[config.mk]
export PLATFORM = sky130hd
export DESIGN_NAME = pubsub_message_receiver
export DESIGN_NICKNAME = d
export VERILOG_FILES = /design/src/rtl/word_assembler.v /design/src/rtl/submsg_classify.v /design/src/rtl/pubsub_message_receiver.v
export VERILOG_INCLUDE_DIRS = /design/src /design/src/include
export SDC_FILE = /design/constraint.sdc
export NUM_CORES = 2
export LEC_CHECK = 0
export BUFFER_PORTS_ARGS = -buffer_cell sky130_fd_sc_hd__buf_2
export CAP_MARGIN = 0
export CORE_AREA = 2 2 405 407
export CTS_BUF_LIST = sky130_fd_sc_hd__clkbuf_2
export CTS_CLUSTER_DIAMETER = 40
export DETAILED_ROUTE_END_ITERATION = 8
export DIE_AREA = 0 0 407 409
export GPL_TIMING_DRIVEN = 1
export SYNTH_ARGS = -nofsm -noshare
export SYNTH_HDL_FRONTEND = slang
export SYNTH_SLANG_ARGS = --single-unit
[constraint.sdc]
create_clock -name clk -period 6.14 [get_ports clk]
set_clock_uncertainty 0.05 [all_clocks]
set_input_delay 1.228 -clock clk [delete_from_list [all_inputs] [get_ports clk]]
set_output_delay 1.228 -clock clk [all_outputs]
set_load 0.02 [all_outputs]
[src/include/pubsub_rx_defines.vh]
/*
 * Constants for the publish-subscribe message receiver: field positions,
 * reset values of the receiver context, submessage identifiers and error codes.
 * Assumes it is included by bare name from the rtl files.
 */
`ifndef PUBSUB_RX_DEFINES_VH
`define PUBSUB_RX_DEFINES_VH

// Message header layout (byte positions)
`define MHDR_LEN 32'h00000014
`define MHDR_VER_LO 5'h04
`define MHDR_VEN_LO 5'h06
`define MHDR_PFX_LO 5'h08
`define MHDR_LAST 5'h13
`define SHDR_LEN 32'h00000004
// Identifies a message of this protocol; value is arbitrary
`define PROTO_MAGIC 32'h50534d31

// Submessage flag positions
`define FLAG_E 0
`define FLAG_TS_INV 1

// Context reset values
`define PROTO_VERSION 16'h0202
`define VENDOR_UNKNOWN 16'h0000
`define PREFIX_UNKNOWN 96'h0
`define TIME_INVALID 64'hffffffffffffffff
`define LOC_PORT_INVALID 32'h00000000
`define LOC_ADDR_INVALID 128'h0

// Submessage identifiers
`define ID_PAD 8'h01
`define ID_ACKNACK 8'h02
`define ID_HB 8'h03
`define ID_GAP 8'h04
`define ID_INFO_TS 8'h05
`define ID_INFO_SRC 8'h06
`define ID_INFO_DST 8'h07
`define ID_INFO_REPLY 8'h08
`define ID_NACKFRAG 8'h09
`define ID_HBFRAG 8'h0a
`define ID_DATA 8'h0b
`define ID_DATAFRAG 8'h0c
`define ID_VEND_MIN 8'h80

// Least body lengths of known kinds
`define MIN_INFO_TS 16'h0008
`define MIN_INFO_SRC 16'h0014
`define MIN_INFO_DST 16'h000c
`define MIN_INFO_REPLY 16'h001c
`define MIN_ENDPOINT 16'h0008

// Error codes
`define ERR_NONE 3'h0
`define ERR_MAGIC 3'h1
`define ERR_SHORT_HDR 3'h2
`define ERR_BAD_LEN 3'h3
`define ERR_BAD_SUB 3'h4
`define ERR_TRUNC 3'h5

`endif

[src/rtl/word_assembler.v]
/*
 * Builds a 32-bit word from a byte stream in either byte order.
 * Assumes bytes arrive one per valid cycle; word shows the value including
 * the current byte, so the caller can capture it in the same cycle.
 */
`timescale 1ns/1ps
module word_assembler (
    // Clock and reset
    input wire clk,
    input wire rst,
    // Byte input
    input wire valid,
    input wire [7:0] data,
    input wire le,
    input wire start,
    // Assembled word
    output wire [31:0] word
);
    reg [31:0] acc_ff;
    wire [31:0] base = start ? 32'h0 : acc_ff;

    // Little-endian bytes enter at the top so the first lands lowest
    assign word = le ? {data, base[31:8]} : {base[23:0], data};

    always @(posedge clk) begin
        if (rst) begin
            acc_ff <= 32'h0;
        end else if (valid) begin
            acc_ff <= word;
        end
    end
endmodule // word_assembler

[src/rtl/submsg_classify.v]
/*
 * Sorts a submessage header into context, endpoint or skipped kinds and
 * gives the least body length of a known kind.
 * Assumes id and flags are stable while the length bytes arrive.
 */
`timescale 1ns/1ps
`include "pubsub_rx_defines.vh"
module submsg_classify (
    // Submessage header
    input wire [7:0] id,
    input wire [7:0] flags,
    input wire vendor_ok,
    // Decoded class
    output reg [3:0] ctx_kind,
    output reg to_ep,
    output reg skip,
    output reg [15:0] min_len
);
    wire vend = (id >= `ID_VEND_MIN);

    always @* begin
        ctx_kind = 4'h0;
        to_ep = 1'b0;
        skip = 1'b0;
        min_len = 16'h0;
        case (id)
            `ID_INFO_TS: begin
                ctx_kind = 4'h1;
                min_len = flags[`FLAG_TS_INV] ? 16'h0 : `MIN_INFO_TS;
            end
            `ID_INFO_SRC: begin
                ctx_kind = 4'h2;
                min_len = `MIN_INFO_SRC;
            end
            `ID_INFO_DST: begin
                ctx_kind = 4'h4;
                min_len = `MIN_INFO_DST;
            end
            `ID_INFO_REPLY: begin
                ctx_kind = 4'h8;
                min_len = `MIN_INFO_REPLY;
            end
            `ID_DATA, `ID_DATAFRAG, `ID_HB, `ID_ACKNACK, `ID_GAP,
            `ID_HBFRAG, `ID_NACKFRAG: begin
                to_ep = 1'b1;
                min_len = `MIN_ENDPOINT;
            end
            `ID_PAD: begin
                skip = 1'b1;
            end
            default: begin
                // RQ9 vendor kinds
                to_ep = vend & vendor_ok;
                // RQ8 unknown kinds
                skip = ~(vend & vendor_ok);
            end
        endcase
    end
endmodule // submsg_classify

[src/rtl/pubsub_message_receiver.v]
/*
 * Receive-side interpreter for publish-subscribe messages. Walks the
 * submessages of each message, keeps the receiver context and forwards
 * endpoint submessages as a byte stream.
 * Assumes message bytes arrive one per in_valid cycle from logic on clk,
 * with in_first on the first byte carrying the whole length on in_len.
 */
// Overview of operation
// RQ1 - Context from earlier submessages stays and steers later ones of a message.
// RQ2 - Message start resets version, vendor, source prefix and timestamp.
// RQ3 - Message start loads destination prefix with the local participant prefix.
// RQ4 - Unicast reply locator: transport kind, source address if known, invalid port.
// RQ5 - Multicast reply locator: transport kind, invalid address, invalid port.
// RQ6 - Too few bytes for a submessage header makes the rest invalid.
// RQ7 - An invalid length field discards the rest of the message.
// RQ8 - Unknown submessage kinds are skipped; parsing goes on.
// RQ9 - Vendor kinds from an unrecognised vendor are skipped; parsing goes on.
// RQ10 - Unknown and unused flag bits are ignored.
// RQ11 - The length field, not parsed content, finds the next submessage.
// RQ12 - A known submessage failing its checks invalidates the rest.
// RQ13 - Only header and info submessages change the receiver context.
// RQ14 - Endpoint submessages go to the endpoint, leaving context alone.
// RQ15 - Length zero means last submessage, running to message end.
// RQ16 - Length counts contents only; next header follows header plus length.
// RQ17 - Flag bit zero picks byte order of the submessage.
// RQ18 - Submessage header is id, flags and two length bytes in own order.
// RQ19 - A length reaching past the message end is invalid.
`timescale 1ns/1ps
`include "pubsub_rx_defines.vh"
module pubsub_message_receiver (
    // Clock and reset
    input wire clk,
    input wire rst,
    // Message byte stream
    input wire in_valid,
    input wire [7:0] in_data,
    input wire in_first,
    input wire in_last,
    input wire [31:0] in_len,
    // Transport and local identity
    input wire [31:0] xport_kind,
    input wire src_addr_ok,
    input wire [127:0] src_addr,
    input wire [95:0] local_prefix,
    input wire [15:0] known_vendor,
    // Receiver context
    output reg [15:0] src_version_ff,
    output reg [15:0] src_vendor_ff,
    output reg [95:0] src_prefix_ff,
    output reg [95:0] dst_prefix_ff,
    output reg [31:0] uc_kind_ff,
    output reg [31:0] uc_port_ff,
    output reg [127:0] uc_addr_ff,
    output reg [31:0] mc_kind_ff,
    output reg [31:0] mc_port_ff,
    output reg [127:0] mc_addr_ff,
    output reg have_ts_ff,
    output reg [63:0] ts_ff,
    // Endpoint stream
    output reg ep_valid_ff,
    output reg [7:0] ep_data_ff,
    output reg ep_first_ff,
    output reg ep_last_ff,
    output reg [7:0] ep_kind_ff,
    output reg [7:0] ep_flags_ff,
    // Message events
    output reg busy_ff,
    output reg msg_done_ff,
    output reg skip_ff,
    output reg msg_err_ff,
    output reg [2:0] err_code_ff,
    output reg [15:0] sub_count_ff
);
    localparam S_IDLE = 5'h01;
    localparam S_MHDR = 5'h02;
    localparam S_SHDR = 5'h04;
    localparam S_BODY = 5'h08;
    localparam S_DROP = 5'h10;

    reg [4:0] state_ff;
    reg [4:0] pos_ff;
    reg [31:0] rem_ff;
    reg [31:0] blen_ff;
    reg [7:0] id_ff;
    reg [7:0] flg_ff;
    reg [7:0] lenlo_ff;
    reg [31:0] magic_ff;

    // A new message restarts the walk whatever state was left behind
    wire first = in_valid & in_first;
    wire [4:0] st = first ? S_MHDR : state_ff;
    wire [4:0] pos = first ? 5'h00 : pos_ff;
    wire [31:0] rem = first ? in_len : rem_ff;
    wire [31:0] rem_after = rem - 32'h1;
    wire [4:0] pos_inc = (pos == 5'h1f) ? pos : pos + 5'h01;
    wire [31:0] magic = {magic_ff[23:0], in_data};

    // RQ17 byte order
    wire le = flg_ff[`FLAG_E];
    // RQ18 length in own order
    wire [15:0] slen = le ? {in_data, lenlo_ff} : {lenlo_ff, in_data};
    // RQ15 zero length
    wire [31:0] body = (slen == 16'h0) ? rem_after : {16'h0, slen};
    // RQ19 past the end
    wire len_bad = ({16'h0, slen} > rem_after);

    wire [3:0] ctx_kind;
    wire to_ep;
    wire skip;
    wire [15:0] min_len;
    wire [31:0] word;
    // RQ9 vendor known
    wire vendor_ok = (src_vendor_ff == known_vendor) & (src_vendor_ff != `VENDOR_UNKNOWN);
    wire wstart = (pos[1:0] == 2'b00);

    // RQ10 only E and the timestamp invalidate flag are ever looked at
    submsg_classify u_classify (
        .id(id_ff),
        .flags(flg_ff),
        .vendor_ok(vendor_ok),
        .ctx_kind(ctx_kind),
        .to_ep(to_ep),
        .skip(skip),
        .min_len(min_len)
    );

    word_assembler u_word (
        .clk(clk),
        .rst(rst),
        .valid(in_valid),
        .data(in_data),
        .le(le),
        .start(wstart),
        .word(word)
    );

    always @(posedge clk) begin
        if (rst) begin
            state_ff <= S_IDLE;
            pos_ff <= 5'h00;
            rem_ff <= 32'h0;
            blen_ff <= 32'h0;
            id_ff <= 8'h00;
            flg_ff <= 8'h00;
            lenlo_ff <= 8'h00;
            magic_ff <= 32'h0;
            src_version_ff <= `PROTO_VERSION;
            src_vendor_ff <= `VENDOR_UNKNOWN;
            src_prefix_ff <= `PREFIX_UNKNOWN;
            dst_prefix_ff <= `PREFIX_UNKNOWN;
            uc_kind_ff <= 32'h0;
            uc_port_ff <= `LOC_PORT_INVALID;
            uc_addr_ff <= `LOC_ADDR_INVALID;
            mc_kind_ff <= 32'h0;
            mc_port_ff <= `LOC_PORT_INVALID;
            mc_addr_ff <= `LOC_ADDR_INVALID;
            have_ts_ff <= 1'b0;
            ts_ff <= `TIME_INVALID;
            ep_valid_ff <= 1'b0;
            ep_data_ff <= 8'h00;
            ep_first_ff <= 1'b0;
            ep_last_ff <= 1'b0;
            ep_kind_ff <= 8'h00;
            ep_flags_ff <= 8'h00;
            busy_ff <= 1'b0;
            msg_done_ff <= 1'b0;
            skip_ff <= 1'b0;
            msg_err_ff <= 1'b0;
            err_code_ff <= `ERR_NONE;
            sub_count_ff <= 16'h0;
        end else begin
            ep_valid_ff <= 1'b0;
            ep_first_ff <= 1'b0;
            ep_last_ff <= 1'b0;
            msg_done_ff <= 1'b0;
            skip_ff <= 1'b0;
            msg_err_ff <= 1'b0;
            if (in_valid && (st != S_IDLE)) begin
                rem_ff <= rem_after;
                pos_ff <= pos_inc;
                busy_ff <= 1'b1;
                case (st)
                    S_MHDR: begin
                        magic_ff <= magic;
                        if (pos == 5'h00) begin
                            // RQ2 context reset
                            src_version_ff <= `PROTO_VERSION;
                            src_vendor_ff <= `VENDOR_UNKNOWN;
                            src_prefix_ff <= `PREFIX_UNKNOWN;
                            have_ts_ff <= 1'b0;
                            ts_ff <= `TIME_INVALID;
                            // RQ3 local prefix
                            dst_prefix_ff <= local_prefix;
                            // RQ4 unicast reply
                            uc_kind_ff <= xport_kind;
                            uc_port_ff <= `LOC_PORT_INVALID;
                            uc_addr_ff <= src_addr_ok ? src_addr : `LOC_ADDR_INVALID;
                            // RQ5 multicast reply
                            mc_kind_ff <= xport_kind;
                            mc_port_ff <= `LOC_PORT_INVALID;
                            mc_addr_ff <= `LOC_ADDR_INVALID;
                            err_code_ff <= `ERR_NONE;
                            sub_count_ff <= 16'h0;
                            state_ff <= S_MHDR;
                            if (in_len < `MHDR_LEN) begin
                                state_ff <= S_DROP;
                                msg_err_ff <= 1'b1;
                                err_code_ff <= `ERR_SHORT_HDR;
                            end
                        end
                        // RQ13 header updates context
                        if (pos[4:1] == `MHDR_VER_LO >> 1) begin
                            src_version_ff <= {src_version_ff[7:0], in_data};
                        end
                        if (pos[4:1] == `MHDR_VEN_LO >> 1) begin
                            src_vendor_ff <= {src_vendor_ff[7:0], in_data};
                        end
                        if (pos >= `MHDR_PFX_LO) begin
                            src_prefix_ff <= {src_prefix_ff[87:0], in_data};
                        end
                        if (pos == 5'h03 && magic != `PROTO_MAGIC) begin
                            state_ff <= S_DROP;
                            msg_err_ff <= 1'b1;
                            err_code_ff <= `ERR_MAGIC;
                        end
                        if (pos == `MHDR_LAST) begin
                            state_ff <= S_SHDR;
                            pos_ff <= 5'h00;
                        end
                    end
                    S_SHDR: begin
                        if (pos == 5'h00) begin
                            id_ff <= in_data;
                            // RQ6 header incomplete
                            if (rem < `SHDR_LEN) begin
                                state_ff <= S_DROP;
                                msg_err_ff <= 1'b1;
                                err_code_ff <= `ERR_SHORT_HDR;
                            end
                        end
                        if (pos == 5'h01) begin
                            flg_ff <= in_data;
                        end
                        if (pos == 5'h02) begin
                            lenlo_ff <= in_data;
                        end
                        if (pos == 5'h03) begin
                            pos_ff <= 5'h00;
                            blen_ff <= body;
                            sub_count_ff <= sub_count_ff + 16'h0001;
                            if (len_bad) begin
                                // RQ7 bad length
                                state_ff <= S_DROP;
                                msg_err_ff <= 1'b1;
                                err_code_ff <= `ERR_BAD_LEN;
                            end else if (body < {16'h0, min_len}) begin
                                // RQ12 invalid known kind
                                state_ff <= S_DROP;
                                msg_err_ff <= 1'b1;
                                err_code_ff <= `ERR_BAD_SUB;
                            end else begin
                                skip_ff <= skip;
                                if (ctx_kind[0] && flg_ff[`FLAG_TS_INV]) begin
                                    have_ts_ff <= 1'b0;
                                    ts_ff <= `TIME_INVALID;
                                end
                                // RQ16 next header after body
                                state_ff <= (body == 32'h0) ? S_SHDR : S_BODY;
                            end
                        end
                    end
                    S_BODY: begin
                        // RQ11 length walks the body
                        blen_ff <= blen_ff - 32'h1;
                        if (blen_ff == 32'h1) begin
                            state_ff <= S_SHDR;
                            pos_ff <= 5'h00;
                        end
                        // RQ14 endpoint delivery
                        if (to_ep) begin
                            ep_valid_ff <= 1'b1;
                            ep_data_ff <= in_data;
                            ep_first_ff <= (pos_ff == 5'h00);
                            ep_last_ff <= (blen_ff == 32'h1);
                            ep_kind_ff <= id_ff;
                            ep_flags_ff <= flg_ff;
                        end
                        // RQ1 context kept for later submessages
                        if (ctx_kind[0] && !flg_ff[`FLAG_TS_INV]) begin
                            if (pos_ff == 5'h03) begin
                                ts_ff[63:32] <= word;
                            end
                            if (pos_ff == 5'h07) begin
                                ts_ff[31:0] <= word;
                                have_ts_ff <= 1'b1;
                            end
                        end
                        // RQ13 info submessages update context
                        if (ctx_kind[1]) begin
                            if (pos_ff[4:1] == 4'h2) begin
                                src_version_ff <= {src_version_ff[7:0], in_data};
                            end
                            if (pos_ff[4:1] == 4'h3) begin
                                src_vendor_ff <= {src_vendor_ff[7:0], in_data};
                            end
                            if (pos_ff >= 5'h08 && pos_ff <= 5'h13) begin
                                src_prefix_ff <= {src_prefix_ff[87:0], in_data};
                            end
                        end
                        if (ctx_kind[2] && pos_ff <= 5'h0b) begin
                            dst_prefix_ff <= {dst_prefix_ff[87:0], in_data};
                        end
                        // Only the first unicast locator is kept
                        if (ctx_kind[3]) begin
                            if (pos_ff == 5'h07) begin
                                uc_kind_ff <= word;
                            end
                            if (pos_ff == 5'h0b) begin
                                uc_port_ff <= word;
                            end
                            if (pos_ff >= 5'h0c && pos_ff <= 5'h1b) begin
                                uc_addr_ff <= {uc_addr_ff[119:0], in_data};
                            end
                        end
                    end
                    default: begin
                        state_ff <= S_DROP;
                    end
                endcase
                // End of message by count or by the stream's own marker
                if (rem_after == 32'h0 || in_last) begin
                    state_ff <= S_IDLE;
                    busy_ff <= 1'b0;
                    msg_done_ff <= 1'b1;
                    if (rem_after != 32'h0 && st != S_DROP) begin
                        msg_err_ff <= 1'b1;
                        err_code_ff <= `ERR_TRUNC;
                    end
                end
            end
        end
    end
endmodule // pubsub_message_receiver

Yosys cells after proc, flatten, opt, wreduce, memory -nomap -nowiden
Cells that the tools add are included.
Widths: inputs -> output; s select.
{ "word_totals": {"out_inout_bits": 723, "register_bits": 717, "mem_bits_ro": 0, "latch_bits": 0, "wordCells": 264, "input_bits": 318, "ram_bits": 0, "n_memories": 0} }
{ "op_classes": {"mul": 0, "add_sub_neg": 4, "div_mod_pow": 0, "bitwise_logic": 9, "n_lt_le_gt_ge": 11, "eq_ne": 55, "shift": 0, "muxes": 106, "reduce_logical": 47} }
{ "op_table": {"columns": ["operator", "n"], "rows": [
  ["$mux 96", 6],
  ["$mux 128", 4],
  ["$mux 32", 12],
  ["$mux 64", 6],
  ["$pmux 96 s2", 2],
  ["$pmux 128 s2", 1],
  ["$pmux 32 s2", 3],
  ["$pmux 64 s3", 1],
  ["$mux 16", 10],
  ["$pmux 16 s2", 3],
  ["$mux 5", 17],
  ["$pmux 16 s5", 1],
  ["$logic_not 32->1", 2],
  ["$sub 32x1->32 const B", 2],
  ["$eq 8x4->1 const B", 5],
  ["$reduce_and 5->1", 7],
  ["$eq 32x1->1 const B", 1],
  ["$eq 8x3->1 const B", 4],
  ["$gt 16x32->1", 1],
  ["$lt 32x16->1", 1],
  ["$lt 32x3->1 const B", 1],
  ["$lt 32x5->1 const B", 1],
  ["$ne 2x2->1 const B", 16],
  ["$ne 32x31->1 const B", 1],
  ["other kinds (51)", 124]
]} }

Longest topological paths before layout
{ "logic_depth": {"ltp_word": 11, "ltp_mapped": 23, "depth_no_buf": 18} }

Cells and area by module
A second synthesis with hierarchy kept.
{ "hier_totals": {"hier_cells": 4372, "hier_area_um2": 34271.6} }
{ "by_module_without_submodules": {"columns": ["module", "n_inst", "seq_area_each_um2", "area_each_um2", "cells_each"], "rows": [
  ["pubsub_message_receiver", 1, 13713.2, 32399.8, 4152],
  ["word_assembler", 1, 640.6, 1582.8, 179],
  ["submsg_classify", 1, 0.0, 289.0, 41]
]} }

Worst setup path after synthesis
No wires, ideal clock.
{ "synth_path": {"path_type": "input-to-reg", "startpoint": "input in_valid", "endpoint": "register err_code_ff[1]", "arrival_ns": 5.642, "n_path_buf": 5, "setup_ns": 0.132, "required_time_ns": 5.958, "cell_stages": 22, "slack_ns": 0.316, "cell_sequence": "buf_6 > and2_4 > buf_6 > buf_2 > buf_2 > buf_2 > mux2i_1 > ha_1 > nand3_1 > or3_4 > o32a_1 > ha_1 > nand4_1 > nor3_1 > nor4_1 > o21ai_0 > o221ai_1 > a31oi_1 > and4b_1 > and2_2 > a221oi_1 > o32ai_1"} }
{ "synth_between": {"elab_chain_len": 11, "elab_cells_between_ends": 31, "classes_between": "1 x add/sub; 3 x order compare; 5 x eq/ne; 14 x mux; 1 x bitwise; 7 x reduce/logical"} }
{ "synth_lines": {"columns": ["item", "line_no", "source"], "rows": [
  ["start, declared", "pubsub_message_receiver.v:35", "input wire in_valid,"],
  ["$and 1x1->1", "pubsub_message_receiver.v:90", "wire first = in_valid & in_first;"],
  ["$mux 32", "pubsub_message_receiver.v:93", "wire [31:0] rem = first ? in_len : rem_ff;"],
  ["$sub 32x1->32 or $lt 32x3->1 (tied branches)", null, null],
  ["$mux 32 or $mux 3 (tied branches)", "pubsub_message_receiver.v:103, pubsub_message_receiver.v:235", null],
  ["$lt 32x16->1 or $mux 3 (tied branches)", "pubsub_message_receiver.v:256, pubsub_message_receiver.v:232", null],
  ["$mux 3", "pubsub_message_receiver.v:256", "end else if (body < {16'h0, min_len}) begin"],
  ["$mux 3", "pubsub_message_receiver.v:251", "if (len_bad) begin"],
  ["$mux 3", "pubsub_message_receiver.v:247", "if (pos == 5'h03) begin"],
  ["$pmux 3 s2", "pubsub_message_receiver.v:182", "case (st)"],
  ["$mux 3", "pubsub_message_receiver.v:335", "if (rem_after != 32'h0 && st != S_DROP) begin"],
  ["$mux 3", "pubsub_message_receiver.v:331", "if (rem_after == 32'h0 || in_last) begin"],
  ["end signal, assigned", "pubsub_message_receiver.v:255", "err_code_ff <= `ERR_BAD_LEN;"],
  ["end signal, assigned", "pubsub_message_receiver.v:260", "err_code_ff <= `ERR_BAD_SUB;"],
  ["end signal, assigned", "pubsub_message_receiver.v:337", "err_code_ff <= `ERR_TRUNC;"],
  ["end, declared", "pubsub_message_receiver.v:71", "output reg [2:0] err_code_ff,"]
]} }
Several ways; a longest one is shown, not always the timed one.
A chain may end at the register's enable or synchronous reset.

Worst setup path in the final report
{ "layout_path": {"startpoint": "input in_valid", "endpoint": "register ts_ff[11]"} }
{ "layout_between": {"elab_cells_between_ends": 30, "classes_between": "1 x add/sub; 2 x order compare; 12 x eq/ne; 9 x mux; 1 x bitwise; 5 x reduce/logical"} }
{ "layout_rtl": {"columns": ["item", "line_no", "source"], "rows": [
  ["$and 1x1->1 *", "pubsub_message_receiver.v:90", null],
  ["$mux 32 *", "pubsub_message_receiver.v:93", null],
  ["$sub 32x1->32 *", "pubsub_message_receiver.v:94", "wire [31:0] rem_after = rem - 32'h1;"],
  ["net rem_after[0]", "pubsub_message_receiver.v:94", null],
  ["$mux 32", "pubsub_message_receiver.v:103", "wire [31:0] body = (slen == 16'h0) ? rem_after : {16'h0, slen};"],
  ["$lt 32x16->1", "pubsub_message_receiver.v:256", null],
  ["$ne 2x2->1 (no source line)", null, null],
  ["$reduce_and 9->1 (no source line) *", null, null],
  ["end signal, assigned", "pubsub_message_receiver.v:158", "ts_ff <= `TIME_INVALID;"],
  ["end signal, assigned", "pubsub_message_receiver.v:265", "ts_ff <= `TIME_INVALID;"],
  ["end signal, assigned", "pubsub_message_receiver.v:294", "ts_ff[31:0] <= word;"],
  ["end, declared", "pubsub_message_receiver.v:58", "output reg [63:0] ts_ff,"]
]} }
Mark *: on every way through the listed nets, which the timed path passes. The rest lies on a longest branch. The select of a mux whose other input is x is not followed.

==> results.py <==
metrics = {
    "run_status": {
        "status": "finished, final reports clean",
    },
    "setup_path": {
        "rrSetupSlack_ns": 1.72,
        "slowest_stage": "dlygate4sd3_1",
        "cp.arrival_ns": 6.44,
        "crit_end": "ts_ff[11]",
        "r2r_start": "flg_ff[0]",
        "reg2reg_to": "ts_ff[36]",
        "path_class": "in -> reg",
        "crit_chain": "dlygate4sd3_1 > buf_4 > nand2_1 > dlygate4sd3_1 > a21boi_0 > ha_1 > nand3_1 > or3_4 > o32a_1 > ha_1 > nand4_1 > nor3_1 > nor4_1 > o21ai_0 > o221ai_1 > a31oi_1 > a31oi_4 > nand3_4 > buf_12 > mux2i_1",
        "crit_path_max_incr_delay_ns": 0.58,
        "worstSetupStartpoint": "in_valid",
        "crit_path_start_kind": "input pin",
        "critical_path_required_ns": 7.59,
        "critPathCaptureType": "flip-flop",
        "cp_max_fo": 22,
        "reg2reg_depth": 15,
    },
    "synth": {
        "ys.flop_type": "dfxtp_1",
        "synthArstFlopShare_pct": 0,
        "avgSynthCellArea_um2": 7.92,
        "synth_area_mm2": 0.0339,
        "synth_warnings": 0,
        "postSynthCellCount": 4280,
        "yosysSeqAreaShare_pct": 42.4,
        "synth_edf_count": 0,
        "yosys.cell_types.count": 94,
        "ys_ff_latch": 717,
    },
    "clocking": {
        "cts.sinks": 717,
        "cts_tree": "done",
        "clock_latency_ns": 1.69,
        "clk_path_buf_depth": 3,
        "root_buffer": "clkbuf_2",
        "cts_max_level": 4,
        "cts_hold_buf": 411,
        "numCtsBuffers": 205,
        "cts_resized": 0,
        "clkTransAtPathRegs_ns": 0.08,
        "post_cts_buffers": 0,
    },
    "floorplan": {
        "fp.dieW_um": 407,
        "rows": 148,
        "dieArea_mm2": 0.166,
        "core_mm2": 0.162,
        "io_pins": 1041,
        "die_h_um": 409,
        "initial_core_util_pct": 20.9,
    },
    "global_route": {
        "antenna_found_initial": 10,
        "gr-total-overflow": 0,
        "grt_pass1_wl_um": 239000,
        "grt_max_degree": 177,
        "grt_usage_pct": 19.2,
        "grt_pass1_vias": 35900,
    },
    "timing": {
        "layout_min_cycle_time_ns": 4.99,
        "rsz0062_at_grt": "false",
        "fmax_ghz": 0.200,
        "drv_slew": 0,
        "hold_viol": 0,
        "post-route-period-util_pct": 81.3,
        "max-slew-margin-rel_pct": 19.8,
        "finalSetupViolCount": 0,
        "fin_setup_tns_ns": 0,
        "worst_pin_slew_ns": 1.19,
    },
    "routing": {
        "vias_per_cell": 4.73,
        "drtAntennaViolNets": 0,
        "routed_wirelength_um": 169000,
        "drt-pass1-iter-count": 6,
        "vias": 37200,
        "first_iter_violations": 3347,
        "drcViolationCount": 0,
        "wl_per_cell_um": 21.5,
    },
    "layout": {
        "area_growth_pct": 35.6,
        "final_cells": 7858,
        "utilization_pct": 28.4,
        "final_nets": 5856,
        "drive_gt1_share_pct": 24.2,
    },
    "placed_design": {
        "hpwlAfterDp_um": 122000,
        "gp_congestion": 0.915,
        "portBuffers": 880,
        "dp.cells": 7068,
    },
    "flow_run": {
        "cap_violations": 0,
    },
    "worst_hold_path": {
        "min_path_cells": 6,
        "hold_class": "in -> reg",
    },
    "pwr": {
        "irDropWorstVdd_v": 0.000155,
        "power_density_mw_per_mm2": 223,
        "power_w": 0.0103,
        "p_leak_nw": 18.9,
    },
}
[synth_stat cells, drive strengths merged, types with 17 or more instances]
master / instances / share of area, %
o21ai: 75 / 1.1
a21oi: 353 / 5.2
nor4b: 17 / 0.55
ha: 27 / 1.0
buf: 225 / 4.7
nor4: 33 / 0.72
clkbuf: 290 / 3.2
a211oi: 43 / 1.0
nand4: 20 / 0.39
nand3: 317 / 4.8
inv: 34 / 0.38
dfxtp: 717 / 42
nor3: 78 / 1.2
mux2i: 148 / 4.4
nor2: 541 / 6.0
xor2: 31 / 0.80
nand2: 800 / 8.9
o211ai: 20 / 0.44
a22oi: 18 / 0.40
a311oi: 240 / 6.2
xnor2: 31 / 0.80
[state kept, by name (all words and copies together), names as in the netlist, 3 cells and up]
signal and cells:
uc_kind_ff 32, flg_ff 8, id_ff 8, err_code_ff 3, uc_port_ff 32, src_prefix_ff 96, magic_ff 24, ep_flags_ff 8
uc_addr_ff 128, rem_ff 32, ep_data_ff 8, sub_count_ff 16, ep_kind_ff 8, ts_ff 64, src_vendor_ff 16, pos_ff 5
state_ff 5, u_word.acc_ff 32, lenlo_ff 8, blen_ff 32, mc_kind_ff 32, src_version_ff 16, dst_prefix_ff 96
[logic make-up after synthesis]
family,after synthesis,synth area share [%]
xor+xnor,62,1.60
mux,159,4.75
compound gates,863,17.2
flops,717,42.4
simple gates,1902,24.8
other cells,1,0.0111
fa+ha+maj,27,0.997
buf+inv,549,8.30
[power by group]
group,switching (W),leakage (nW),internal [W]
registers,0.000124,5.81,0.00476
logic,0.00103,11.6,0.000620
clock network,0.00228,1.45,0.00145
total,0.00344,18.9,0.00683
[cell usage in the layout, fill, tap and decap left out, types with 9 or more instances in the layout]
cell	netlist	layout
conb_1	1	160
o211ai_1	20	20
mux2_2	10	10
a221oi_1	10	9
nand4_1	19	19
nor2_1	540	539
nor3_1	75	74
o21ai_0	73	71
clkbuf_2	0	304
a211oi_1	40	39
diode_2	0	12
or3_1	14	14
a21o_1	14	14
and2_1	11	10
nor4b_1	14	14
ha_1	27	27
a311oi_1	240	240
inv_1	34	34
xor2_1	31	31
o22ai_1	10	10
nor4_1	30	28
dfxtp_1	717	716
clkinv_2	0	11
nor2b_1	14	14
nand3_1	313	312
nand2_1	800	798
dlygate4sd3_1	0	411
mux2i_1	148	148
a22oi_1	18	18
buf_12	3	14
buf_4	162	77
buf_2	34	877
clkinv_1	0	37
a21oi_1	353	350
xnor2_1	31	31
[layout make-up]
class	instances	area, µm²
Antenna cell	12	30.0
Clock buffer	304	1520
Clock inverter	63	368
Fill cell	17400	116000
Inverter	34	128
Multi-Input combinational cell	3173	17500
Sequential cell	717	14400
Tap cell	2175	2720
Timing Repair Buffer	1380	9380
[routing by layer]
metal / GRT usage [%] / part of all wire (%)
met1: 21.4 / 38
met2: 32.6 / 48
met3: 6.41 / 9.3
met4: 9.64 / 5.0
met5: 0 / 0
[how the worst min path moves through the flow]
stage / start / endpoint / slack (ns)
2_1_floorplan: magic_ff[20] / magic_ff[20] / 0.38
3_3_place_gp: uc_kind_ff[5] / uc_kind_ff[5] / 0.39
3_5_place_dp: uc_kind_ff[1] / uc_kind_ff[1] / 0.39
4_1_cts: src_addr_ok / uc_addr_ff[23] / 0.003
5_1_grt: xport_kind[9] / uc_kind_ff[9] / 0.07
6_report: known_vendor[10] / skip_ff / 0.32
[critical path: cells and delay by family]
family                   cells  cell delay, ns
buffers and inverters        4            1.49
AND/OR/NAND/NOR              7            1.26
AO/OA/AOI/OAI                6            1.61
adder cells (fa/ha/maj)      2            0.59
multiplexers                 1            0.20
[through the flow]
stage	hold slack, ns	cell area (µm²)	setup slack, ns
after floorplan	0.381	34500	0.316
after global placement	0.387	39900	0.518
after detailed placement	0.394	39900	0.502
after CTS	0.00284	45900	1.47
after global routing	0.0738	46000	1.06
final	0.316	46000	1.15
Power figures use the tool's default switching activity.
